### src/hw/sram_port_pkg.sv
/*
 Constants, timing counts and carrier types for the host-side controller
 of an asynchronous 16-bit static memory with built-in error correction.
 Assumes a single 50 MHz clock and the slowest speed grade of the memory.
*/
package sram_port_pkg;

   // ==========================================================
   // Widths
   localparam int ADDR_W = 18;        // Word address width
   localparam int DATA_W = 16;        // Two byte lanes
   localparam int CNT_W  = 4;         // Wait counter width

   // ==========================================================
   // Times in ns, worst speed grade
   localparam int CLK_NS    = 20;     // 50 MHz clock period
   localparam int T_AA_NS   = 15;     // Address / flag access
   localparam int T_PWE_NS  = 12;     // Least strobe pulse
   localparam int T_SD_NS   = 8;      // Data setup to write end
   localparam int T_HZWE_NS = 8;      // Strobe low to float
   localparam int T_HZOE_NS = 8;      // Output drive high to float
   localparam int T_R_HI_NS = 10;     // Recovery, supply at or above 2.2 V
   localparam int T_R_LO_NS = 15;     // Recovery, supply below 2.2 V

   // Least time to whole cycles, rounding up, never below one
   function automatic int cyc_up(input int ns);
      int c;
      c = (ns + CLK_NS - 1) / CLK_NS;
      return (c < 1) ? 1 : c;
   endfunction

   localparam int RD_CYC     = cyc_up(T_AA_NS);
   localparam int PWE_CYC    = cyc_up(T_PWE_NS);
   localparam int SDHZ_CYC   = cyc_up(T_SD_NS + T_HZWE_NS);
   localparam int PULSE_CYC  = (PWE_CYC > SDHZ_CYC) ? PWE_CYC : SDHZ_CYC;
   localparam int TURN_CYC   = cyc_up(T_HZOE_NS);
   localparam int REC_HI_CYC = cyc_up(T_R_HI_NS);
   localparam int REC_LO_CYC = cyc_up(T_R_LO_NS);

   // ==========================================================
   // Carriers
   typedef struct packed {
      logic select_primary_n;         // Select, active low
      logic select_secondary;         // Select, active high
      logic output_drive_n;           // Memory drives data when low
      logic write_strobe_n;           // Write strobe
      logic low_byte_sel_n;           // Lane 7:0
      logic high_byte_sel_n;          // Lane 15:8
   } pin_ctl_t;

   // Deselected, all strobes idle
   localparam pin_ctl_t CTL_IDLE = 6'h2F;

   typedef struct packed {
      logic              write;       // 1 write, 0 read
      logic [1:0]        lane_en;     // Bit 1 upper, bit 0 lower
      logic [ADDR_W-1:0] addr;
      logic [DATA_W-1:0] wdata;
   } req_t;

   typedef struct packed {
      logic [DATA_W-1:0] rdata;       // Unselected lane reads zero
      logic              fixed;       // Single-bit error corrected
   } rsp_t;

   typedef enum logic [2:0] {
      S_IDLE, S_REC, S_WR_SET, S_WR_PULSE, S_WR_END, S_RD, S_TURN
   } state_t;

endpackage

### src/hw/ecc_sram_host.sv
/*
 Host controller that drives an asynchronous ECC static memory through its
 pins: one request at a time, one response pulse per finished access.
 Assumes memory inputs are synchronous to clk and a tristate wire built
 outside from data_out and data_oe.
*/
// Function
// - write needs strobe, select, lane overlap
// - time data to the ending rising edge
// - never drive data while memory drives
// - strobe stays high for every read
// - address valid by select falling edge
// - strobe pulse covers setup plus float
// - wait recovery time after data retention
`timescale 1ns/1ps
`default_nettype none
module ecc_sram_host
(
   input  wire  logic                         clk,
   input  wire  logic                         rst_n,
   input  wire  logic                         req_valid,
   output logic                               req_ready,
   input  wire  sram_port_pkg::req_t          req,
   output logic                               rsp_valid,
   output sram_port_pkg::rsp_t                rsp,
   input  wire  logic                         retention,
   input  wire  logic                         supply_hi,
   output sram_port_pkg::pin_ctl_t            ctl,
   output logic [sram_port_pkg::ADDR_W-1:0]   addr,
   output logic [sram_port_pkg::DATA_W-1:0]   data_out,
   output logic                               data_oe,
   input  wire  logic [sram_port_pkg::DATA_W-1:0] data_in,
   input  wire  logic                         fixed_flag_in
);
   import sram_port_pkg::*;

   // ==========================================================
   // State
   state_t              state_r, state_nxt;   // Access sequencer
   logic [CNT_W-1:0]    cnt_r, cnt_nxt;       // Cycles left in a wait
   pin_ctl_t            ctl_r, ctl_nxt;       // Control pins
   logic [ADDR_W-1:0]   addr_r, addr_nxt;     // Address pins
   logic [DATA_W-1:0]   dout_r, dout_nxt;     // Write data
   logic                doe_r, doe_nxt;       // Host drives data
   rsp_t                rsp_r, rsp_nxt;       // Last answer
   logic                rv_r, rv_nxt;         // Answer pulse
   logic [1:0]          lanes;                // Lanes of the request

   // No lane asked means both, so a write always gets its overlap
   assign lanes = (|req.lane_en) ? req.lane_en : 2'h3;

   // Ready only when idle and the supply is not in retention
   assign req_ready = (state_r == S_IDLE) && !retention;
   assign ctl       = ctl_r;
   assign addr      = addr_r;
   assign data_out  = dout_r;
   assign data_oe   = doe_r;
   assign rsp       = rsp_r;
   assign rsp_valid = rv_r;

   // ==========================================================
   // Next-state logic
   always_comb
   begin
      state_nxt = state_r;
      cnt_nxt   = cnt_r;
      ctl_nxt   = ctl_r;
      addr_nxt  = addr_r;
      dout_nxt  = dout_r;
      doe_nxt   = doe_r;
      rsp_nxt   = rsp_r;
      rv_nxt    = 1'b0;
      unique case (state_r)
         S_IDLE:
         begin
            // Retention first: no access until recovery has run
            if (retention)
            begin
               state_nxt = S_REC;
               cnt_nxt   = CNT_W'(supply_hi ? REC_HI_CYC : REC_LO_CYC);
            end
            else if (req_valid)
            begin
               // Address goes out with the select edge itself
               addr_nxt                 = req.addr;
               ctl_nxt.select_primary_n = 1'b0;
               ctl_nxt.select_secondary = 1'b1;
               ctl_nxt.low_byte_sel_n   = !lanes[0];
               ctl_nxt.high_byte_sel_n  = !lanes[1];
               if (req.write)
               begin
                  // Output drive stays high so the memory floats
                  dout_nxt  = req.wdata;
                  doe_nxt   = 1'b1;
                  state_nxt = S_WR_SET;
               end
               else
               begin
                  // Strobe stays high for the whole read
                  ctl_nxt.output_drive_n = 1'b0;
                  cnt_nxt   = CNT_W'(RD_CYC);
                  state_nxt = S_RD;
               end
            end
         end
         S_REC:
         begin
            // Reload while retention persists, then count down
            if (retention)
               cnt_nxt = CNT_W'(supply_hi ? REC_HI_CYC : REC_LO_CYC);
            else if (cnt_r <= 4'h1)
               state_nxt = S_IDLE;
            else
               cnt_nxt = cnt_r - 4'h1;
         end
         S_WR_SET:
         begin
            // Setup cycle done: open the overlap with the strobe
            ctl_nxt.write_strobe_n = 1'b0;
            cnt_nxt   = CNT_W'(PULSE_CYC);
            state_nxt = S_WR_PULSE;
         end
         S_WR_PULSE:
         begin
            // The strobe rise is the terminating edge
            if (cnt_r <= 4'h1)
            begin
               ctl_nxt.write_strobe_n = 1'b1;
               state_nxt = S_WR_END;
            end
            else
               cnt_nxt = cnt_r - 4'h1;
         end
         S_WR_END:
         begin
            // Data and address held one cycle past the strobe rise
            ctl_nxt   = CTL_IDLE;
            doe_nxt   = 1'b0;
            rsp_nxt   = '0;
            rv_nxt    = 1'b1;
            state_nxt = S_IDLE;
         end
         S_RD:
         begin
            if (cnt_r <= 4'h1)
            begin
               // Data and flag sampled together; floated lane masked
               rsp_nxt.rdata[15:8] = ctl_r.high_byte_sel_n ? 8'h00 : data_in[15:8];
               rsp_nxt.rdata[7:0]  = ctl_r.low_byte_sel_n ? 8'h00 : data_in[7:0];
               rsp_nxt.fixed       = fixed_flag_in;
               // Report only: corrected word is never rewritten
               rv_nxt    = 1'b1;
               ctl_nxt   = CTL_IDLE;
               cnt_nxt   = CNT_W'(TURN_CYC);
               state_nxt = S_TURN;
            end
            else
               cnt_nxt = cnt_r - 4'h1;
         end
         S_TURN:
         begin
            // Let the memory float before the host may drive
            if (cnt_r <= 4'h1)
               state_nxt = S_IDLE;
            else
               cnt_nxt = cnt_r - 4'h1;
         end
      endcase
   end

   // ==========================================================
   // Registers, synchronous reset to a deselected bus
   always_ff @(posedge clk)
   begin
      if (!rst_n)
      begin
         state_r <= S_IDLE;
         cnt_r   <= '0;
         ctl_r   <= CTL_IDLE;
         addr_r  <= '0;
         dout_r  <= '0;
         doe_r   <= 1'b0;
         rsp_r   <= '0;
         rv_r    <= 1'b0;
      end
      else
      begin
         state_r <= state_nxt;
         cnt_r   <= cnt_nxt;
         ctl_r   <= ctl_nxt;
         addr_r  <= addr_nxt;
         dout_r  <= dout_nxt;
         doe_r   <= doe_nxt;
         rsp_r   <= rsp_nxt;
         rv_r    <= rv_nxt;
      end
   end
endmodule
`default_nettype wire

### config.mk
export PLATFORM = sky130hd
export DESIGN_NAME = ecc_sram_host
export DESIGN_NICKNAME = d
export VERILOG_FILES = /design/src/hw/sram_port_pkg.sv /design/src/hw/ecc_sram_host.sv
export SDC_FILE = /design/constraint.sdc
export NUM_CORES = 1
export LEC_CHECK = 0
export BUFFER_PORTS_ARGS = -buffer_cell sky130_fd_sc_hd__buf_2
export CAP_MARGIN = 0
export CORE_MARGIN = 2
export CORE_UTILIZATION = 45
export DETAILED_ROUTE_END_ITERATION = 10
export PLACE_DENSITY_LB_ADDON = 0.25
export SYNTH_ARGS = -nofsm -noshare
export SYNTH_HDL_FRONTEND = slang
export SYNTH_SLANG_ARGS = --single-unit
export TNS_END_PERCENT = 50
### constraint.sdc
create_clock -name clk -period 2.6 [get_ports clk]
set_input_delay 0.78 -clock clk [delete_from_list [all_inputs] [get_ports clk]]
set_output_delay 0.78 -clock clk [all_outputs]
set_load 0.005 [all_outputs]
## Word level (Yosys, flattened, before mapping)

Index checks and enable logic that the tools add are counted.
Widths: inputs -> output; s select.

| storage, ports and cells | value |
|---|---|
| flip-flop bits (word level) | 66 |
| word-level logic and storage cells | 89 |

| cells by class | value |
|---|---|
| add/sub/neg operators | 1 |
| $lt $le $gt $ge | 1 |
| equal/unequal tests | 15 |
| muxes and demuxes | 36 |
| bitwise logic cells | 1 |
| reduce and logical (&&, ||, !) cells | 21 |

Operators with widths:

| kind | count |
|---|---|
| $pmux 17 s2 | 1 |
| $mux 3 | 9 |
| $mux 4 | 6 |
| $pmux 3 s7 | 1 |
| $pmux 4 s5 | 1 |
| $mux 17 | 1 |
| $mux 8 | 2 |
| $reduce_and 4->1 | 4 |
| $ne 2x2->1 const B | 7 |
| $eq 3x3->1 const B | 3 |
| $pmux 3 s3 | 1 |
| $reduce_and 3->1 | 3 |
| $eq 3x2->1 const B | 2 |
| $mux 1 | 6 |
| $mux 2 | 3 |
| $mux 6 | 1 |
| $ne 3x3->1 const B | 2 |
| $pmux 2 s3 | 1 |
| $reduce_and 5->1 | 1 |
| $reduce_bool 5->1 | 1 |
| $le 4x1->1 const B | 1 |
| $pmux 1 s2 | 2 |
| $pmux 1 s4 | 1 |
| $reduce_bool 2->1 | 2 |
| other kinds (10) | 13 |

## Logic depth before layout (Yosys ltp)

Gate-level depths: netlist of the first run.

| logic depth | value |
|---|---|
| word-level depth | 6 |
| mapped depth | 10 |
| mapped depth without buffers | 10 |

## Worst setup path before layout of the first run

No wires, ideal clock.

| timing path | value |
|---|---|
| path type | register to register |
| start point | register cnt_r[0] |
| end point | register cnt_r[0] |
| setup time | 0.134 ns |
| arrival time | 1.860 ns |
| slack | 0.606 ns |
| stages on the path, launching flop included | 11 |
| buffers on the path | 0 |
| clock period less this slack | 1.994 ns |
| cell sequence | dfxtp_1 inv_1 ha_1 or2_2 and2_4 inv_4 ha_1 a21oi_1 o21ai_0 a211oi_1 a211oi_1 |

| between the ends | value |
|---|---|
| longest elaborated chain between the ends | 4 |

RTL lines:

| what | RTL line | source |
|---|---|---|
| start: declaration | ecc_sram_host.sv:40 | `logic [CNT_W-1:0] cnt_r, cnt_nxt;` |
| start signal: assignment | ecc_sram_host.sv:189 | `cnt_r <= cnt_nxt;` |
| $sub 4x1->4 or $le 4x1->1 (tied branches) | -- |  |
| $mux 4 | ecc_sram_host.sv:111, ecc_sram_host.sv:126, ecc_sram_host.sv:163 |  |
| $mux 4 | ecc_sram_host.sv:109 | `if (retention)` |
| $pmux 4 s5 * | ecc_sram_host.sv:73 | `unique case (state_r)` |

Every way passes the cells marked *; elsewhere a longest branch is shown, timed or not.
A chain may end at the register's enable or synchronous reset.

## Worst setup path in the final report of the first run

Same ends and word-level chain as after synthesis.

==> results.json, run 1 <==
{
  "postRouteAntennaNets": 0,
  "routedWlPerCell_um": 12.61,
  "layout_min_cycle_time_ns": 2.204,
  "die_y_um": 80.92,
  "grt_pass1_wl_mm": 10.27,
  "yosysTopAreaCell": "dfxtp_1",
  "gp_congestion": 0.8740,
  "tns_ns": 0,
  "reg2reg_depth": 10,
  "min_from": "rsp[0]",
  "hold-path-endpoint": "rsp[0]",
  "h-tree-depth": 3,
  "synth_edf_count": 0,
  "via_per_inst": 5.040,
  "synth-seq-cells": 66,
  "drt_wl_total_mm": 6.582,
  "post-route-period-util_pct": 84.78,
  "required_ns": 2.81,
  "grt_start_max_net_pins": 41,
  "p_sw_uw": 837.4,
  "synth_compound_area_share_pct": 20.35,
  "hold_violations": 0,
  "crit_arrival_ns": 2.41,
  "post_synth_xor_area_fraction_pct": 0,
  "syn_area_um2": 2663,
  "num_rows": 28,
  "p_sw_share_pct": 30.73,
  "muxShareOfSynthArea_pct": 1.128,
  "n_fill_cell": 565,
  "rsz0062_at_grt": "no",
  "postCtsHoldBufs": 0,
  "area_growth_syn_to_layout_pct": 31.49,
  "cts_buffers": 9,
  "fmax_mhz": 453.7,
  "dp.cells": 506,
  "tightest_slew_ns": 0.6195,
  "clkSinkCount": 66,
  "grt_antenna_before_repair": 0,
  "overflow": 0,
  "crit-reg2reg-launch": "cnt_r[0]",
  "maxCapViolCount": 0,
  "diodes": 0,
  "synthCells": 330,
  "synth_top_family_by_area": "simple AND/OR/NAND/NOR gates",
  "post_cts_buffers": 0,
  "final_util_pct": 60.20,
  "die_w_um": 80.92,
  "p_int_mw": 1.887,
  "start_util_pct": 45.78,
  "slew_headroom_pct": 58.66,
  "ys.flop_type": "dfxtp_1",
  "yosys_warnings": 0,
  "yosys-top-cells-area": "dfxtp_1 50%, nand2_1 12%, a21oi_1 8.5%, a22oi_1 4.8%, nor2_1 4.2%",
  "critPathLaunchType": "register",
  "numPortBuffers": 117,
  "seqPwrFrac_pct": 43.4,
  "clock_path_buffers": 2,
  "synth_seq_area_share_pct": 49.62,
  "syn_avg_cell_area_um2": 8.068,
  "synth_adder_area_share_pct": 1.410,
  "hold_depth": 2,
  "final-instance-count-excl-fill": 522,
  "critPathMaxFanout": 6,
  "dieArea_um2": 6548,
  "fin_nets": 504,
  "hold_class": "register to register",
  "leakage_nw": 1.579,
  "power.total_mw": 2.725,
  "tritoncts": "yes",
  "timing.final.max_slew_violations": 0,
  "irDropWorstVdd_v": 0.0004853,
  "finalClockSkew_ns": 0.008636,
  "power_frac_comb_pct": 20.9,
  "final_cell_mix": "117 x buf_2, 85 x nand2_1, 66 x dfxtp_1, 45 x a21oi_1, 30 x nor2_1",
  "coreArea_um2": 5816,
  "yosys.area_share.simple_pct": 22.51,
  "reg2reg_to": "cnt_r[0]",
  "syn_nets": 392,
  "crit_type": "register to register",
  "clock-root-buffer": "clkbuf_8",
  "ios": 119,
  "outcome": "completed",
  "final_common_cell": "buf_2",
  "grt_usage_pct": 20.01,
  "drt-initial-drc-count": 197,
  "cp-end-kind": "register",
  "async_flop_share_pct": 0,
  "cts_resized": 0,
  "clock_latency_ns": 0.34,
  "vias": 2631,
  "hpwl_mm": 4.655,
  "yosysTopAreaCellShare_pct": 49.62,
  "drive_gt1_share_pct": 32.66,
  "synth_cell_types": 37,
  "dr.pass1.iters": 4,
  "cts.clk_slew.worst_paths_ns": 0.07,
  "grt_pass1_vias": 2341,
  "pwr_density_cell_nw_per_um2": 778.3,
  "drc": 0,
  "r2r_setup_slack_ns": 0.40,
  "p_clk_share_pct": 35.7,
  "setup_viol": 0
}
-- metrics by stage --
stage	hold slack (ns)	worst slack, ns	cell area [µm²]
2_1_floorplan	0.4483	0.6062	2663
3_3_place_gp	0.4331	0.4517	3276
3_5_place_dp	0.4448	0.4257	3276
4_1_cts	0.4556	0.4082	3501
5_1_grt	0.4691	0.2224	3501
6_report	0.4536	0.3958	3501
-- synthesized netlist by cell type, types with 3 or more instances --
library cell and instances:
nand2_1 85, dfxtp_1 66, a21oi_1 45, nor2_1 30
a22oi_1 17, clkbuf_1 9, buf_2 8, o21ai_0 6
inv_1 5, nand3_1 5, a211oi_1 4, nand2b_1 4
nor3_1 4, o22ai_1 4, ha_1 3, mux2i_1 3
nor2b_1 3
-- registers in the layout (all words and copies together), names as in the netlist --
| signal | cells |
|---|---|
| rsp | 17 |
| ctl | 6 |
| cnt_r | 4 |
| data_out | 16 |
| state_r | 3 |
| rsp_valid | 1 |
| data_oe | 1 |
| addr | 18 |
-- area by class of cell --
class | count | area [µm²] | area share, %
multi-input combinational | 236 | 1209 | 34.52
tap | 75 | 93.84 | 2.680
sequential | 66 | 1321 | 37.74
inverter | 7 | 28.78 | 0.8220
clock buffer | 9 | 123.9 | 3.538
timing repair buffer | 122 | 623.1 | 17.80
clock inverter | 7 | 101.3 | 2.895
-- power groups by stage --
stage	Sequential, mW	Clock, mW	Combinational (mW)
finish	1.18	0.972	0.570
global route	1.20	1.04	0.643
CTS	1.18	0.995	0.572
detailed placement	1.20	0	0.569
global placement	1.20	0	0.558
floorplan	1.15	0	0.434
-- worst max path at each step --
| stage | startpoint | endpoint | slack, ns |
|---|---|---|---|
| after floorplan | cnt_r[0] | cnt_r[0] | 0.61 |
| after global placement | cnt_r[0] | cnt_r[0] | 0.45 |
| after detailed placement | cnt_r[0] | cnt_r[0] | 0.43 |
| after CTS | cnt_r[0] | cnt_r[0] | 0.41 |
| after global routing | cnt_r[0] | cnt_r[0] | 0.22 |
| final | cnt_r[0] | cnt_r[0] | 0.40 |
-- critical path, cell delays in order (launching register included) --
cell and delay, ns:
dfxtp_1 0.40, inv_1 0.08, ha_1 0.24, or2_2 0.32, and2_4 0.18, inv_4 0.08, ha_1 0.23, a21oi_1 0.14
o21ai_0 0.09, a211oi_1 0.25, a211oi_1 0.07
-- metal layers --
layer  wire (µm)  share of wire, %  up-vias  track usage, %
met4          97               1.5        0           9.661
met3         472               7.2       10           5.222
li1            -                 -     1351               -
met2        3037                46       99           32.73
met5           0                 0        -               0
met1        2975                45     1171           24.46
-- cell families (layout without fill, tap and decap cells) --
logic type / count (synthesis) / after routing
multiplexers: 3 / 3
flip-flops: 66 / 66
buffers and inverters: 28 / 145
adder cells (fa/ha/maj): 3 / 3
AND/OR/NAND/NOR: 142 / 142
AO/OA/AOI/OAI: 88 / 88
No activity file was read; power rests on OpenSTA's default activity.
==> run 2, diff against run 1 <==
- ABC_AREA: not set -> 1
- CORE_UTILIZATION: 45 -> 43
- clock period: 2.6 -> 1.9 ns (I/O delays scaled with it)
==> run 2 against run 1 <==
Against the previous run: first-iteration DRC count down 33%; utilization down 1.4 points; clock power up 41%; register-to-register slack worse by 0.18 ns; clock skew up 0.0025 ns; wire length up 6.8%; count of clock-buffer cells in the layout up 2; sequential share of layout area down 1.9 points; sequential power up 51%; synthesized cell count up 16%; design area up 5.4%; critical endpoint is now req_ready; largest cell class unchanged; largest power group unchanged.
==> results.json, run 2 <==
{
  "async_flop_share_pct": 0,
  "maxCapViolCount": 0,
  "post-route-period-util_pct": 97.67,
  "clock-root-buffer": "clkbuf_8",
  "num_rows": 29,
  "max_stage_delay_ns": 0.39,
  "fmax_mhz": 538.9,
  "drc": 0,
  "final_common_cell": "buf_2",
  "rsz0062_at_grt": "yes",
  "clkSinkCount": 66,
  "cp-endpoint": "req_ready",
  "grt_start_max_net_pins": 25,
  "synth_cell_types": 29,
  "critPathMaxFanout": 7,
  "yosys.area_share.simple_pct": 31.48,
  "critPathLaunchType": "register",
  "grt_pass1_vias": 2696,
  "final_cell_mix": "117 x buf_2, 90 x nor2_1, 78 x nand2_1, 65 x dfxtp_1, 42 x o21ai_0",
  "drive_gt1_share_pct": 30.92,
  "die_y_um": 84.32,
  "synth_compound_area_share_pct": 12.54,
  "synthMostInstantiatedCell": "nor2_1",
  "r2r_setup_slack_ns": 0.22,
  "crit_buf_inv": 1,
  "drt_wl_total_mm": 7.032,
  "finalClockSkew_ns": 0.01118,
  "cts.clk_slew.worst_paths_ns": 0.07,
  "path_depth": 4,
  "dr.pass1.iters": 4,
  "ys_top_cells_by_count": "91 x nor2_1, 79 x nand2_1, 66 x dfxtp_1",
  "n_fill_cell": 615,
  "start_util_pct": 44.19,
  "synthCells": 384,
  "reg2reg_depth": 9,
  "yosys_warnings": 0,
  "yosysTopAreaCell": "dfxtp_1",
  "tns_ns": 0,
  "ios": 119,
  "via_per_inst": 4.895,
  "post_synth_xor_area_fraction_pct": 0.3157,
  "timing.final.max_slew_violations": 0,
  "slew_headroom_pct": 56.39,
  "grt_pass1_wl_mm": 11.74,
  "drt-initial-drc-count": 132,
  "slowest_stage": "dfxtp_1",
  "ys.flop_type": "dfxtp_1",
  "crit_family": "simple AND/OR/NAND/NOR gates",
  "timing.hold.ws_ns": 0.4530,
  "die_w_um": 84.32,
  "final-instance-count-excl-fill": 588,
  "required_ns": 1.33,
  "dieArea_um2": 7109,
  "hold_violations": 0,
  "vias": 2878,
  "area_growth_syn_to_layout_pct": 33.06,
  "tritoncts": "yes",
  "irDropWorstVdd_v": 0.0006929,
  "synth_seq_area_share_pct": 47.63,
  "path_cells": "nor2_4, nand2_4, nor2_1, buf_2",
  "gp_congestion": 0.8678,
  "power.total_mw": 4.841,
  "routedWlPerCell_um": 11.96,
  "synth-seq-cells": 66,
  "leakage_nw": 1.929,
  "crit_type": "register to primary output",
  "reg2reg_to": "cnt_r[0]",
  "finalWorstSetupSlack_ns": 0.04424,
  "synth_adder_area_share_pct": 1.353,
  "syn_area_um2": 2774,
  "overflow": 0,
  "cp-end-kind": "primary output",
  "cp-startpoint": "state_r[1]",
  "synth_top_family_by_area": "simple AND/OR/NAND/NOR gates",
  "numPortBuffers": 117,
  "dpl_worst_slack_ns": 0.06722,
  "syn_avg_cell_area_um2": 7.224,
  "clock_path_buffers": 2,
  "yosysTopAreaCellShare_pct": 47.63,
  "crit_arrival_ns": 1.29,
  "postRouteAntennaNets": 0,
  "yosys-top-cells-area": "dfxtp_1 48%, nor2_1 12%, nand2_1 11%, o21ai_0 7.6%, a21oi_1 4.0%",
  "tightest_slew_ns": 0.6534,
  "coreArea_um2": 6277,
  "largest_reg_flops": 18,
  "diodes": 0,
  "hold_class": "primary input to register",
  "hpwl_mm": 5.054,
  "h-tree-depth": 3,
  "post_cts_buffers": 0,
  "crit-reg2reg-launch": "cnt_r[0]",
  "postCtsHoldBufs": 0,
  "outcome": "completed",
  "fin_nets": 568,
  "cts_buffers": 9,
  "synth_edf_count": 0,
  "setup_viol": 0,
  "dp.cells": 572,
  "pwr_density_cell_nw_per_um2": 1311,
  "clock_latency_ns": 0.34,
  "layout_min_cycle_time_ns": 1.856,
  "muxShareOfSynthArea_pct": 0,
  "syn_nets": 446,
  "grt_antenna_before_repair": 0,
  "cts_resized": 1,
  "grt_usage_pct": 20.18
}
[run 2: changes by cell type after synthesis, moves of 16 or more]
cell,delta
a21oi_1,-23
a22oi_1,-17
inv_1,+16
nand3_1,+16
o21ai_0,+36
nor2_1,+61
[run 2: final cells by class]
type / count / area [µm²] / area share (%)
repair buffers: 126 / 653.1 / 17.69
clock inverters: 5 / 85.08 / 2.305
well taps: 77 / 96.34 / 2.610
flip-flops and latches: 66 / 1323 / 35.83
inverters: 26 / 100.1 / 2.712
clock buffers: 11 / 151.4 / 4.102
multi-input cells: 277 / 1282 / 34.75
[run 2: worst register-to-register path, stage by stage, from the launching register on]
cell and delay [ns]:
dfxtp_1 0.39, inv_1 0.09, ha_1 0.25, inv_1 0.06, nand2_1 0.06, nand2_1 0.15
ha_1 0.25, o21ai_0 0.06, nor3b_1 0.20, nor2_1 0.05
[run 2: cell families after synthesis]
kind of cell / Yosys count
buffers and inverters: 41
flip-flops: 66
XOR/XNOR: 1
AND/OR/NAND/NOR: 205
AO/OA/AOI/OAI: 68
adder cells (fa/ha/maj): 3
[run 2: worst min-delay path by stage]
stage          startpoint           to  cells after the start
2_1_floorplan      ctl[2]       ctl[2]                      2
3_3_place_gp       ctl[5]       ctl[5]                      2
3_5_place_dp       ctl[5]       ctl[5]                      2
4_1_cts           req[22]      addr[6]                      3
5_1_grt            req[5]  data_out[5]                      3
6_report          req[22]      addr[6]                      3
[run 2: per-stage QoR]
step / area [µm²] / utilization [%]
after floorplan: 2774 / -
after global placement: 3438 / 54.77
after detailed placement: 3438 / 54.77
after CTS: 3676 / 58.56
after global routing: 3691 / 58.80
final: 3691 / 58.80
[run 2: layer usage]
metal  part of all wire [%]  vias up  global-route usage (%)  wire length (µm)
li1                       -     1474                       -                 -
met1                     43     1280                   24.25              3054
met2                     47      111                   33.69              3305
met3                    7.6       13                   5.801               532
met4                    2.0        0                   8.651               140
met5                      0        -                       0                 0
[run 2: report_power, final]
group	internal, mW	total (mW)	switching (mW)
registers	1.60	1.78	0.173
logic	0.640	1.70	1.06
clock network	0.817	1.37	0.550
total	3.06	4.84	1.78
==> run 3, diff against run 2 <==
- PLACE_DENSITY_LB_ADDON: 0.25 -> 0.3
- SKIP_LAST_GASP: not set -> 1
==> run 3 against run 2 <==
Against the previous run: worst setup slack improved by 0.016 ns; register-to-register slack worse by 0.10 ns; via count is 2.0% lower; count of clock-buffer cells in the layout fell by 1; largest cell class unchanged; highest routed layer unchanged.
==> results.json, run 3 (synthesis gave the netlist of run 2 again) <==
{
  "postCtsHoldBufs": 0,
  "cp-endpoint": "req_ready",
  "cts.clk_slew.worst_paths_ns": 0.08,
  "irDropWorstVdd_v": 0.0007319,
  "grt_pass1_vias": 2675,
  "tns_ns": 0,
  "crit_type": "register to primary output",
  "clock_path_buffers": 2,
  "start_util_pct": 44.19,
  "dpl_worst_slack_ns": 0.06361,
  "final_common_cell": "buf_2",
  "clock-root-buffer": "clkbuf_8",
  "cts_buffers": 9,
  "ios": 119,
  "grt_antenna_before_repair": 0,
  "die_y_um": 84.32,
  "maxCapViolCount": 0,
  "finalWorstSetupSlack_ns": 0.06024,
  "h-tree-depth": 3,
  "vias": 2821,
  "setup_viol": 0,
  "clock_latency_ns": 0.34,
  "tightest_slew_ns": 0.3637,
  "drt_wl_total_mm": 7.061,
  "timing.final.max_slew_violations": 0,
  "drive_gt1_share_pct": 30.33,
  "r2r_setup_slack_ns": 0.12,
  "via_per_inst": 4.798,
  "slew_headroom_pct": 75.72,
  "routedWlPerCell_um": 12.01,
  "die_w_um": 84.32,
  "critPathMaxFanout": 7,
  "reg2reg_to": "rsp[13]",
  "pwr_density_cell_nw_per_um2": 1283,
  "clkSinkCount": 66,
  "n_fill_cell": 603,
  "fmax_mhz": 543.6,
  "max_stage_delay_ns": 0.40,
  "largest_reg_flops": 18,
  "seqCellArea_um2": 1321,
  "dr.pass1.iters": 5,
  "dieArea_um2": 7109,
  "path_cells": "nor2_4, nand2_4, nor2_1, buf_2",
  "grt_start_max_net_pins": 37,
  "drc": 0,
  "outcome": "completed",
  "gp_congestion": 0.8904,
  "grt_pass1_wl_mm": 11.72,
  "rsz0062_at_grt": "yes",
  "final_util_pct": 58.26,
  "reg2reg_depth": 9,
  "diodes": 0,
  "power.total_mw": 4.692,
  "cp-end-kind": "primary output",
  "numPortBuffers": 117,
  "leakage_nw": 1.920,
  "overflow": 0,
  "hold_violations": 0,
  "crit-reg2reg-launch": "cnt_r[0]",
  "fin_nets": 568,
  "multi_input_area_um2": 1267,
  "hpwl_mm": 5.091,
  "slowest_stage": "dfxtp_1",
  "layout_min_cycle_time_ns": 1.840,
  "fin_area_um2": 3657,
  "hold_class": "primary input to register",
  "grt_usage_pct": 20.26,
  "post_cts_buffers": 0,
  "place_area_um2": 3451,
  "critPathLaunchType": "register",
  "area_growth_syn_to_layout_pct": 31.84,
  "coreArea_um2": 6277,
  "num_rows": 29,
  "crit_arrival_ns": 1.27,
  "drt-initial-drc-count": 167,
  "cp-startpoint": "state_r[1]",
  "finalClockSkew_ns": 0.008555,
  "required_ns": 1.33,
  "final_cell_mix": "117 x buf_2, 91 x nor2_1, 79 x nand2_1, 66 x dfxtp_1, 42 x o21ai_0",
  "tritoncts": "yes",
  "cts_resized": 0,
  "post-route-period-util_pct": 96.83,
  "postRouteAntennaNets": 0
}
run 3: how the worst min path moves through the flow:
| stage | end | cells after the start | slack, ns | start |
|---|---|---|---|---|
| floorplan | ctl[2] | 2 | 0.45 | ctl[2] |
| global placement | ctl[5] | 2 | 0.44 | ctl[5] |
| detailed placement | rsp[15] | 2 | 0.45 | rsp[15] |
| CTS | addr[8] | 3 | 0.44 | req[24] |
| global route | data_out[2] | 3 | 0.45 | req[2] |
| finish | addr[8] | 3 | 0.45 | req[24] |
run 3: metrics by stage:
step           hold WS [ns]  cells
2_1_floorplan        0.4510    384
3_3_place_gp         0.4383    572
3_5_place_dp         0.4501    572
4_1_cts              0.4368    588
5_1_grt              0.4467    588
6_report             0.4481    588
run 3: power by group:
group	internal [mW]	total, mW	leakage [nW]	switching, mW
Sequential	1.60	1.77	0.537	0.173
Clock	0.644	1.20	0.103	0.560
Combinational	0.650	1.72	1.28	1.07
run 3: critical path, delay by kind of cell (launching register included):
family                 cells  cell delay [ns]
AND/OR/NAND/NOR            3             0.42
buffers and inverters      1             0.12
flip-flops                 1             0.40
run 3: area by class of cell:
type / instances / area share, %
Inverter: 26 / 2.737
Multi-Input combinational cell: 277 / 34.66
Sequential cell: 66 / 36.13
Timing Repair Buffer: 126 / 18.30
Clock inverter: 6 / 1.779
Tap cell: 77 / 2.634
Clock buffer: 10 / 3.763
run 3: metal layers:
metal | track usage (%) | vias up | share of wire [%]
met5 | 0 | - | 0
met4 | 9.531 | 0 | 1.7
met3 | 5.310 | 10 | 6.3
met2 | 32.97 | 86 | 46
met1 | 25.05 | 1251 | 46
li1 | - | 1474 | -
